**config.mk**
```make
export PLATFORM = sky130hd
export DESIGN_NAME = timer_compare_match_unit
export DESIGN_NICKNAME = d
export VERILOG_FILES = /design/src/compare_pkg.sv /design/src/timer_compare_match_unit.sv /design/src/compare_match_detect.sv /design/src/compare_out_latch.sv
export SDC_FILE = /design/constraint.sdc
export NUM_CORES = 1
export LEC_CHECK = 0
export BUFFER_PORTS_ARGS = -buffer_cell sky130_fd_sc_hd__clkbuf_2
export CORE_ASPECT_RATIO = 0.8
export CORE_MARGIN = 8
export CORE_UTILIZATION = 45
export DETAILED_ROUTE_END_ITERATION = 10
export GPL_TIMING_DRIVEN = 0
export PLACE_DENSITY = 0.88
export SETUP_SLACK_MARGIN = 0.02
export SLEW_MARGIN = 10
export SYNTH_ARGS = -nofsm -noshare
export SYNTH_HDL_FRONTEND = slang
export SYNTH_HIERARCHICAL = 1
export SYNTH_SLANG_ARGS = --single-unit
```
**constraint.sdc**
```tcl
create_clock -name clk_i -period 3.5 [get_ports clk_i]
set_input_delay 0.35 -clock clk_i [delete_from_list [all_inputs] [get_ports clk_i]]
set_output_delay 0.35 -clock clk_i [all_outputs]
set_load 0.02 [all_outputs]
```
**src/compare_pkg.sv**
```systemverilog
// Operation
// [RULE1] Compare value continuously checked against timer count
// [RULE2] Match performs one action chosen by mode
// [RULE3] Every compare mode sets the match flag
// [RULE4] Trigger clears timer high and low bytes
// [RULE5] Trigger clear never sets timer overflow flag
// [RULE6] Second unit trigger also starts conversion
// [RULE7] Zero control write forces output latch low
// [RULE8] Second unit output routes to selectable pin
// [RULE9] Software clears pin direction bit first
// [RULE10] Mode 1010 flags only, pin uncontrolled
// [RULE11] Mode 1011 resets timer, pin uncontrolled
// [RULE12] Trigger immediate, timer cleared next timer edge
// [RULE13] Vanished match cancels the pending timer reset
// [RULE14] One action per entry into equality
package compare_pkg;

  // Register byte offsets
  localparam logic [7:0] CTRL_OFFSET   = 8'h00;
  localparam logic [7:0] VALUE_OFFSET  = 8'h04;
  localparam logic [7:0] FLAG_OFFSET   = 8'h08;
  localparam logic [7:0] STATUS_OFFSET = 8'h0c;

  // Control register fields
  localparam int         MODE_LSB     = 0;
  localparam int         MODE_W       = 4;
  localparam int         PIN_SEL_BIT  = 4;
  localparam int         CTRL_W       = 5;

  // Flag and status register fields
  localparam int         FLAG_BIT     = 0;
  localparam int         ST_EQUAL_BIT = 0;
  localparam int         ST_LEVEL_BIT = 1;
  localparam int         ST_PEND_BIT  = 2;

  // Compare mode codes
  localparam logic [3:0] MODE_OFF     = 4'h0;
  localparam logic [3:0] MODE_TOGGLE  = 4'h2;
  localparam logic [3:0] MODE_SET     = 4'h8;
  localparam logic [3:0] MODE_CLEAR   = 4'h9;
  localparam logic [3:0] MODE_SWINT   = 4'ha;
  localparam logic [3:0] MODE_SPECIAL = 4'hb;

  // Reset values
  localparam logic [3:0]  MODE_RST    = 4'h0;
  localparam logic [15:0] VALUE_RST   = 16'h0000;
  localparam logic        LEVEL_RST   = 1'b0;

endpackage

```
**src/timer_compare_match_unit.sv**
```systemverilog
// Our own choices: the register offsets and register access over Wishbone.
`timescale 1ns/10ps
// Compare unit: Wishbone registers, match actions and pin routing
module timer_compare_match_unit
  import compare_pkg::*;
#(
  parameter bit SECOND_UNIT = 1'b0  // Set for the second compare unit
)
(
  input  wire logic        clk_i,                 // System clock
  input  wire logic        rst_i,                 // Synchronous reset
  // Wishbone slave
  input  wire logic        cyc_i,                 // Bus cycle
  input  wire logic        stb_i,                 // Strobe
  input  wire logic        we_i,                  // Write enable
  input  wire logic [7:0]  adr_i,                 // Byte address
  input  wire logic [3:0]  sel_i,                 // Byte lanes
  input  wire logic [31:0] dat_i,                 // Write data
  output logic [31:0]      dat_o,                 // Read data
  output logic             ack_o,                 // Acknowledge
  // Timer side
  input  wire logic [15:0] timer_one_count_i,     // Timer count pair
  input  wire logic        timer_tick_i,          // Timer clock edge
  output logic             timer_clear_o,         // Clear timer pair
  // Event outputs
  output logic             trigger_o,             // Special event
  output logic             adc_go_o,              // Start conversion
  output logic             compare_match_flag_o,  // Match flag
  // Pins
  output logic             port_c_pin_one_o,      // Pin level
  output logic             port_c_pin_one_oe_n_o, // Drive, low active
  output logic             port_b_pin_three_o,    // Pin level
  output logic             port_b_pin_three_oe_n_o // Drive, low active
);

  typedef struct packed {
    logic        ack;      // Bus answer
    logic [31:0] rdata;    // Bus read data
    logic [3:0]  mode;     // Compare mode select
    logic        pin_sel;  // Alternate pin for second unit
    logic [15:0] value;    // Compare value pair
    logic        flag;     // Compare match flag
    logic        trig;     // Special event pulse
    logic        pending;  // Timer reset awaiting timer edge
    logic        tclr;     // Timer clear pulse
    logic        adc_go;   // Conversion start pulse
    logic        pin_c;    // Level on first pin
    logic        pin_c_n;  // First pin drive, low active
    logic        pin_b;    // Level on alternate pin
    logic        pin_b_n;  // Alternate pin drive, low active
  } unit_state_type;

  unit_state_type state_reg;
  unit_state_type state_next;

  logic        cmp_en;     // Compare mode selected
  logic        equal;      // Live equality
  logic        rise;       // Entry into equality
  logic        level;      // Output latch level
  logic        drive;      // Mode owns the pin
  logic        bus_req;    // Request present
  logic        wr_take;    // Write takes effect this edge
  logic        wr_ctrl;    // Control write
  logic        force_low;  // Zero written to control
  logic        special;    // Trigger mode selected

  // Compare is active only in the compare mode codes
  assign cmp_en = (state_reg.mode == MODE_TOGGLE) ||
                  (state_reg.mode == MODE_SET) ||
                  (state_reg.mode == MODE_CLEAR) ||
                  (state_reg.mode == MODE_SWINT) ||
                  (state_reg.mode == MODE_SPECIAL); // see [RULE1]
  assign special = state_reg.mode == MODE_SPECIAL;  // see [RULE11]

  // Bus decode; writes land on the acknowledging edge
  assign bus_req   = cyc_i && stb_i;
  assign wr_take   = bus_req && we_i && state_reg.ack;
  assign wr_ctrl   = wr_take && sel_i[0] && (adr_i == CTRL_OFFSET);
  assign force_low = wr_ctrl && (dat_i[CTRL_W-1:0] == '0); // see [RULE7]

  // Equality and entry edge
  compare_match_detect u_detect (
    .clk_i    (clk_i),
    .rst_i    (rst_i),
    .enable_i (cmp_en),
    .value_i  (state_reg.value),
    .count_i  (timer_one_count_i),
    .equal_o  (equal),
    .rise_o   (rise)
  );

  // Output latch
  compare_out_latch u_latch (
    .clk_i       (clk_i),
    .rst_i       (rst_i),
    .match_i     (rise),
    .mode_i      (state_reg.mode),
    .force_low_i (force_low),
    .level_o     (level),
    .drive_o     (drive)
  );

  // Next state of bus, registers, events and pins
  always_comb begin
    state_next        = state_reg;
    // Ack for one cycle, then drop
    state_next.ack    = bus_req && !state_reg.ack;
    state_next.rdata  = '0;
    if (bus_req && !state_reg.ack && !we_i) begin
      case (adr_i)
        CTRL_OFFSET: begin
          state_next.rdata[MODE_LSB +: MODE_W] = state_reg.mode;
          state_next.rdata[PIN_SEL_BIT]        = state_reg.pin_sel;
        end
        VALUE_OFFSET: begin
          state_next.rdata[15:0] = state_reg.value;
        end
        FLAG_OFFSET: begin
          state_next.rdata[FLAG_BIT] = state_reg.flag;
        end
        STATUS_OFFSET: begin
          state_next.rdata[ST_EQUAL_BIT] = equal;
          state_next.rdata[ST_LEVEL_BIT] = level;
          state_next.rdata[ST_PEND_BIT]  = state_reg.pending;
        end
        default: begin
          // Unmapped reads answer zero
          state_next.rdata = '0;
        end
      endcase
    end
    // Register writes
    if (wr_ctrl) begin
      state_next.mode    = dat_i[MODE_LSB +: MODE_W];
      state_next.pin_sel = dat_i[PIN_SEL_BIT];
    end
    if (wr_take && adr_i == VALUE_OFFSET) begin
      if (sel_i[0]) begin
        state_next.value[7:0] = dat_i[7:0];
      end
      if (sel_i[1]) begin
        state_next.value[15:8] = dat_i[15:8];
      end
    end
    // Flag: write one clears, a match in the same cycle wins
    state_next.flag = state_reg.flag;
    if (wr_take && sel_i[0] && adr_i == FLAG_OFFSET && dat_i[FLAG_BIT]) begin
      state_next.flag = 1'b0;
    end
    if (rise) begin
      state_next.flag = 1'b1; // see [RULE3] [RULE10]
    end
    // Trigger fires on the match itself
    state_next.trig   = rise && special;                // see [RULE2] [RULE12]
    state_next.adc_go = rise && special && SECOND_UNIT; // see [RULE6]
    // Timer reset waits for the timer edge while the match holds
    state_next.tclr = 1'b0;
    if (rise && special) begin
      state_next.pending = 1'b1; // see [RULE12]
    end else if (state_reg.pending && !equal) begin
      state_next.pending = 1'b0; // see [RULE13]
    end else if (state_reg.pending && timer_tick_i) begin
      // Clears both bytes; the overflow flag path is untouched
      state_next.pending = 1'b0;
      state_next.tclr    = 1'b1; // see [RULE4] [RULE5] [RULE12]
    end
    // Pin routing; second unit picks one of two pins
    state_next.pin_c   = level;
    state_next.pin_b   = level;
    state_next.pin_c_n = !(drive && !(SECOND_UNIT && state_reg.pin_sel));
    state_next.pin_b_n = !(drive && SECOND_UNIT && state_reg.pin_sel); // see [RULE8]
  end

  // State register
  always_ff @(posedge clk_i) begin
    if (rst_i) begin
      state_reg         <= '0;
      state_reg.mode    <= MODE_RST;
      state_reg.value   <= VALUE_RST;
      state_reg.pin_c_n <= 1'b1;
      state_reg.pin_b_n <= 1'b1;
    end else begin
      state_reg <= state_next;
    end
  end

  // Outputs straight from flops
  assign dat_o                   = state_reg.rdata;
  assign ack_o                   = state_reg.ack;
  assign timer_clear_o           = state_reg.tclr;
  assign trigger_o               = state_reg.trig;
  assign adc_go_o                = state_reg.adc_go;
  assign compare_match_flag_o    = state_reg.flag;
  assign port_c_pin_one_o        = state_reg.pin_c;
  assign port_c_pin_one_oe_n_o   = state_reg.pin_c_n;
  assign port_b_pin_three_o      = state_reg.pin_b;
  assign port_b_pin_three_oe_n_o = state_reg.pin_b_n;
endmodule

```
**src/compare_match_detect.sv**
```systemverilog
`timescale 1ns/10ps
// Equality detector with entry-edge pulse
module compare_match_detect
  import compare_pkg::*;
(
  input  wire logic        clk_i,     // System clock
  input  wire logic        rst_i,     // Synchronous reset
  input  wire logic        enable_i,  // Compare mode selected
  input  wire logic [15:0] value_i,   // Compare value pair
  input  wire logic [15:0] count_i,   // Timer count pair
  output logic             equal_o,   // Live equality
  output logic             rise_o     // Pulse on entry into equality
);

  typedef struct packed {
    logic prev;  // Equality seen last cycle
  } detect_state_type;

  detect_state_type state_reg;
  detect_state_type state_next;

  // Equality is checked every cycle while enabled
  assign equal_o = enable_i && (value_i == count_i); // see [RULE1]
  // Only the first equal cycle acts
  assign rise_o  = equal_o && !state_reg.prev;       // see [RULE14]

  // Next state
  always_comb begin
    state_next      = state_reg;
    state_next.prev = equal_o;
  end

  // State register
  always_ff @(posedge clk_i) begin
    if (rst_i) begin
      state_reg <= '0;
    end else begin
      state_reg <= state_next;
    end
  end
endmodule

```
**src/compare_out_latch.sv**
```systemverilog
`timescale 1ns/10ps
// Compare output latch driven by the mode field
module compare_out_latch
  import compare_pkg::*;
(
  input  wire logic       clk_i,       // System clock
  input  wire logic       rst_i,       // Synchronous reset
  input  wire logic       match_i,     // Match entry pulse
  input  wire logic [3:0] mode_i,      // Compare mode select
  input  wire logic       force_low_i, // Zero written to control
  output logic            level_o,     // Latch level
  output logic            drive_o      // Mode owns the pin
);

  typedef struct packed {
    logic level;  // Output latch
  } latch_state_type;

  latch_state_type state_reg;
  latch_state_type state_next;

  assign level_o = state_reg.level;
  // Only toggle, set and clear modes take the pin
  assign drive_o = (mode_i == MODE_TOGGLE) || (mode_i == MODE_SET) ||
                   (mode_i == MODE_CLEAR); // see [RULE10] [RULE11]

  // Next latch value
  always_comb begin
    state_next = state_reg;
    if (force_low_i) begin
      // Clearing the control register parks the latch low
      state_next.level = LEVEL_RST; // see [RULE7]
    end else if (match_i) begin
      case (mode_i)
        MODE_TOGGLE: state_next.level = !state_reg.level; // see [RULE2]
        MODE_SET:    state_next.level = 1'b1;             // see [RULE2]
        MODE_CLEAR:  state_next.level = 1'b0;             // see [RULE2]
        default:     state_next.level = state_reg.level;
      endcase
    end
  end

  // State register
  always_ff @(posedge clk_i) begin
    if (rst_i) begin
      state_reg.level <= LEVEL_RST;
    end else begin
      state_reg <= state_next;
    end
  end
endmodule

```
; ---- Word-level counts from Yosys, hierarchy flattened
; Index checks and enable logic that the tools add are counted.
; Widths: inputs -> output; s select.
[totals]
out_inout_bits = 41
wordCells = 76
ff_bits = 64
in_bits = 66
[op_classes]
eq_ne = 9
bitwise_logic = 2
muxes = 9
n_reduce_logical = 38
[ops]
columns = cell, count
row1 = $eq 16x16->1, 1
row2 = $eq 4x4->1 const B, 4
row3 = $eq 8x4->1 const B, 2
row4 = $logic_and 1x1->1, 16
row5 = $eq 8x3->1 const B, 1
row6 = $logic_not 8->1, 1
row7 = $logic_not 1->1, 6
row8 = $pmux 2 s3, 1
row9 = $reduce_and 2->1, 3
row10 = $reduce_bool 3->1, 2
row11 = $reduce_or 3->1, 2
row12 = $logic_not 5->1, 1
row13 = $eq 4x2->1 const B, 1
row14 = $logic_or 1x1->1, 4
row15 = $mux 1, 4
row16 = $pmux 1 s4, 1
row17 = $pmux 2 s2, 1
row18 = $reduce_or 2->1, 2
row19 = $pmux 1 s3, 1
row20 = $mux 2, 1
row21 = $not 1->1, 2
row22 = $reduce_bool 2->1, 1

; ---- Depth between registers and ports, before layout
[depth]
word_depth = 10
ltp_mapped = 9
ltp_nobuf = 9

; ---- Hierarchy
; Netlist, hierarchy kept.
[modules_own_cells]
columns = mod, seq_area_each_um2, cells_each, n_inst, area_each_um2
row1 = timer_compare_match_unit, 880.8, 217, 1, 2147.1
row2 = compare_match_detect, 20.0, 29, 1, 220.2
row3 = compare_out_latch, 20.0, 12, 1, 98.8

; ---- Worst setup path before layout
; Ideal clock, no wire load.
[synth_timing]
path_kind = input port to flip-flop
from = input port adr_i[5]
to = register u_latch/level_o (netlist name)
stages = 8
slack_ps = 1298
path_buffers = 2
arrival_ps = 2080
cell_sequence = or4_1 > buf_2 > or4_1 > buf_2 > nor3_1 > nor2_1 > nand4b_1 > a22oi_2
[synth_between]
elab_chain_cells = 4
[synth_lines]
columns = item, line_no
row1 = start: declaration, timer_compare_match_unit.sv:16  ; input wire logic [7:0] adr_i,
row2 = $logic_not 8->1, timer_compare_match_unit.sv:78  ; assign wr_ctrl = wr_take && sel_i[0] && (adr_i == CTRL_OFFSET);
row3 = $logic_and 1x1->1, timer_compare_match_unit.sv:78
row4 = $logic_and 1x1->1, timer_compare_match_unit.sv:79  ; assign force_low = wr_ctrl && (dat_i[CTRL_W-1:0] == '0);
row5 = named net force_low, timer_compare_match_unit.sv:64  ; logic force_low;
row6 = $reduce_or 2->1 (no source line), n/a
; The timed path passes the listed nets, and every way through them passes these cells.
; A chain may end at the register's enable or synchronous reset.

; ---- Final worst setup path
[layout_timing]
from = register state_reg[27] in the netlist's numbering
to = register u_latch/level_o (netlist name)
[layout_between]
elab_chain_cells = 8
word_cells_on_any_way = 14
[layout_lines]
columns = item, line_no
row1 = start: declaration, timer_compare_match_unit.sv:53  ; unit_state_type state_reg;
row2 = start signal: assignment, timer_compare_match_unit.sv:183  ; state_reg <= state_next;
row3 = $eq 4x2->1 or $eq 4x4->1 (tied branches), "timer_compare_match_unit.sv:68, timer_compare_match_unit.sv:69"
row4 = $logic_or 1x1->1, timer_compare_match_unit.sv:68  ; assign cmp_en = (state_reg.mode == MODE_TOGGLE) ||
row5 = $logic_or 1x1->1, timer_compare_match_unit.sv:69  ; (state_reg.mode == MODE_SET) ||
row6 = $logic_or 1x1->1, timer_compare_match_unit.sv:70  ; (state_reg.mode == MODE_CLEAR) ||
row7 = $logic_or 1x1->1 (*), timer_compare_match_unit.sv:71  ; (state_reg.mode == MODE_SWINT) ||
row8 = named net cmp_en, timer_compare_match_unit.sv:56  ; logic cmp_en;
row9 = $logic_and 1x1->1 (*), compare_match_detect.sv:23  ; assign equal_o = enable_i && (value_i == count_i);
row10 = $logic_and 1x1->1 (*), compare_match_detect.sv:25  ; assign rise_o = equal_o && !state_reg.prev;
row11 = named net rise, timer_compare_match_unit.sv:58  ; logic rise;
row12 = $reduce_and 2->1 (no source line) (*), n/a
; Mark *: on every way through the listed nets, which the timed path passes. The rest lies on a longest branch.

==> summary.md <==
| Metric | Value |
|---|---|
| WP data arrival | 2910 ps |
| Final TNS setup | 0 ps |
| Clk root buf | clkbuf_8 |
| Internal reg-to-reg setup slack | 820 ps |
| Post-synth cell types | 42 |
| Gr busiest metal | met2 |
| Fraction of power consumed by combinational cells | 11.5% |
| Status | finished clean |
| Switching Share | 23.34% |
| CTS buffer count | 5 |
| Buf/Inv on CP | 0 |
| Max IR drop VDD | 0.1328 mV |
| Fin area | 0.003049 sq mm |
| Hold Crit Class | in2reg |
| WL/cell | around 13 um |
| Placed cell area | between 0.002 and 0.003 sq mm |
| Total power | just under 1000 uW |
| RSZ-0062 raised after global routing | false |
| Met3 global-route usage | 4.523% |
| M1 GR Usage | 14.76% |
| Initial antenna violation count | 0 |
| Final period utilization | roughly 77% |
| Worst-Margin Slew | between 700 and 800 ps |
| Clock Skews | roughly 7.5 ps |
| Met2 Track Usage GR | 24.09% |
| Final layout net count | 417 |
| Initial DRC count | 66 |
| Final hold slack | 254.0 ps |
| Clock power frac | 33.9% |
| Critical path cell sequence | a21oi_1, nor2_1, o21ai_0, or4_4, nor4_1, nor2b_1, nand4b_1, a22oi_2 |
| Yosys warning count | 6 |
| Share of cells above drive strength 1 | 37.50% |
| Placer Congestion | 0.8528 |
| Period minus WS final | 2684 ps |
| Top cells by area, synth | dfxtp_1, buf_4, mux2i_1, nand2b_1, xnor2_1 |
| Postcts setup bufs | 0 |
| Post_cts resized | 0 |
| Clock tree buffer depth | 2 |
| Switching power | 224.1 uW |
| Register area share after synthesis | 37.34% |
| Worst-path fanout max | 8 |
| Area of the core | 0.005375 sq mm |
| Rows | 24 |
| Crit-path max cell delay | 640 ps |
| DRT antenna net count | 0 |
| Overall via count from detail_route | 1957 |
| ANT cells | 0 |
| Synth top area share | 37.34% |
| Seq cells post-synth | 46 |
| Internal Power | 736.1 uW |
| Max H-tree Level | 2 |
| Max-cap viol count | 0 |
| Largest net degree at the start of global routing | 14 |
| Final Hold Viols | 0 |
| Starting density of the core | 45.88% |
| Vias/cell | 4.693 |
| Seq pwr share | 54.5% |
| Drt total wl | 5.603 mm |
| Final Setup Violations | 0 |
| DIE WIDTH | 98.77 um |
| CTS clock-pin slew for the worst setup and hold paths | 80 ps |
| IO Count | around 110 |
| Layout area overhead | 23.64% |
| Clock sinks | 46 |
| DRC | 0 |
| Post-DP HPWL | 4.632 mm |
| Static Leakage | 0.001358 uW |
| Global route overflow | 0 |
| PD cells | between 300 and 400 mW/mm^2 |
| Final Max Slew Viols | 0 |
| CP max-delay cell | nor4_1 |
| Yosys top cell by area | dfxtp_1 |
| Drt first pass iters | 4 |
| Mapped Cells | about 260 |
| Number of global-route vias before repair | 1877 |
| Netlist area before placement | between 0.002 and 0.0025 sq mm |
| Die area | 0.008120 sq mm |
| Max reg flops | 22 |
| Worst EP required | 3730 ps |
| Avg Inst Size Synth | 9.559 sq um |
| # hold bufs at CTS | 0 |
| All-layer global routing usage | 13.78% |
| Chip height | 82.22 um |
| Worst path top cell family by delay | simple AND/OR/NAND/NOR gates |
| CTS tree | done |
| Post-layout util | 56.73% |
| Slew margin rel. | 48.73% |
| Fmax | 0.3725 GHz |
| Critical Path Source Type | flop |
| Critical path class | reg2reg |
| IO buf count | 70 |
| Critical path capture point type | flop |
| First-pass GRT wire length | 8.756 mm |
| Worst skew pair latency | 300 ps |
[worst register-to-register path, delay by kind of cell (launching register included)]
kind | cells | cell delay, ps
AOI/OAI and AO/OA | 3 | 400
DFF | 1 | 490
and+or+nand+nor | 5 | 1720
[logic make-up (layout without fill, tap and decap cells)]
logic type      Yosys count  after routing  share of synthesized area, %
xor+xnor                 14             14                         4.972
compound gates           11             11                         3.298
other cells               2             18                        0.3045
simple gates             96             96                         26.79
flops                    46             46                         37.34
mux                      27             27                         11.47
buf+inv                  62            140                         15.83
[per-stage QoR]
step                      setup WS [ps]  cells
final                             815.7    417
after global routing              664.3    417
after CTS                         851.2    417
after detailed placement          872.4    409
after global placement            988.4    409
after floorplan                    1298    274
[layer usage]
| layer | vias up | wire length, um |
|---|---|---|
| li1 | 991 | - |
| met1 | 885 | 2255 |
| met2 | 71 | 2785 |
| met3 | 10 | 446 |
| met4 | 0 | 116 |
| met5 | - | 0 |
[power groups by stage]
stage / Combinational (uW) / Sequential (uW) / Clock (uW)
2_1_floorplan: 70.5 / 536 / 0
3_3_place_gp: 107 / 536 / 0
3_5_place_dp: 109 / 536 / 0
4_1_cts: 109 / 524 / 336
5_1_grt: 120 / 524 / 358
6_report: 111 / 524 / 326
[final cells by class]
| cell class | count | area, sq um |
|---|---|---|
| fillers | 458 | 2326 |
| multi-input cells | 166 | 1215 |
| clock buffers | 7 | 86.33 |
| repair buffers | 70 | 350.3 |
| plain buffers | 47 | 334.1 |
| inverters | 15 | 56.30 |
| well taps | 65 | 81.33 |
| clock inverters | 1 | 5.005 |
| flip-flops and latches | 46 | 920.9 |
[worst paths after layout]
check	from	to	cells past startpoint
setup / recovery	state_reg[27]$_SDFFE_PP0P_	u_latch/level_o$_SDFFE_PP0P_	8
hold / removal	sel_i[0]	compare_match_flag_o$_SDFFE_PP0P_	2
setup reg to reg	state_reg[27]$_SDFFE_PP0P_	u_latch/level_o$_SDFFE_PP0P_	8
hold reg to reg	state_reg[21]$_SDFFE_PP0P_	dat_o[12]$_SDFF_PP0_	2
[cells in the mapped netlist]
| cell | n |
|---|---|
| dfxtp_1 | 46 |
| nand2b_1 | 39 |
| buf_4 | 35 |
| mux2i_1 | 26 |
| inv_1 | 15 |
| xnor2_1 | 9 |
| clkbuf_1 | 8 |
| nor3_1 | 8 |
| nor2_1 | 7 |
| nor3_2 | 7 |
| xor2_1 | 5 |
| nand2_1 | 4 |
| nand3_1 | 3 |
| nand4_1 | 3 |
| nor2b_1 | 3 |
| nor4_1 | 3 |
| nor4bb_1 | 3 |
| or4_1 | 3 |
| a21oi_1 | 2 |
| buf_2 | 2 |
| conb_1 | 2 |
| nand3b_1 | 2 |
| nor4_4 | 2 |
| o21a_1 | 2 |
| or2_2 | 2 |
| a222oi_1 | 1 |
| a22oi_2 | 1 |
| a31o_1 | 1 |
| a31oi_1 | 1 |
| and2b_1 | 1 |
| and3b_1 | 1 |
| buf_12 | 1 |
| buf_6 | 1 |
| mux4_2 | 1 |
| nand4b_1 | 1 |
| nor3_4 | 1 |
| o21ai_0 | 1 |
| o21bai_1 | 1 |
| o22ai_1 | 1 |
| or3b_2 | 1 |
| or4_4 | 1 |
| or4b_1 | 1 |
[placed cells by master, fill, tap and decap left out, types with 7 or more instances in the layout]
master and n:
xnor2_1 9, inv_1 15, mux2i_1 26, nor3_2 7, nor2_1 7, conb_1 18, buf_4 35, nand2b_1 39
clkbuf_2 70, clkbuf_1 9, nor3_1 8, dfxtp_1 46
(Power assumes the default switching activity.)
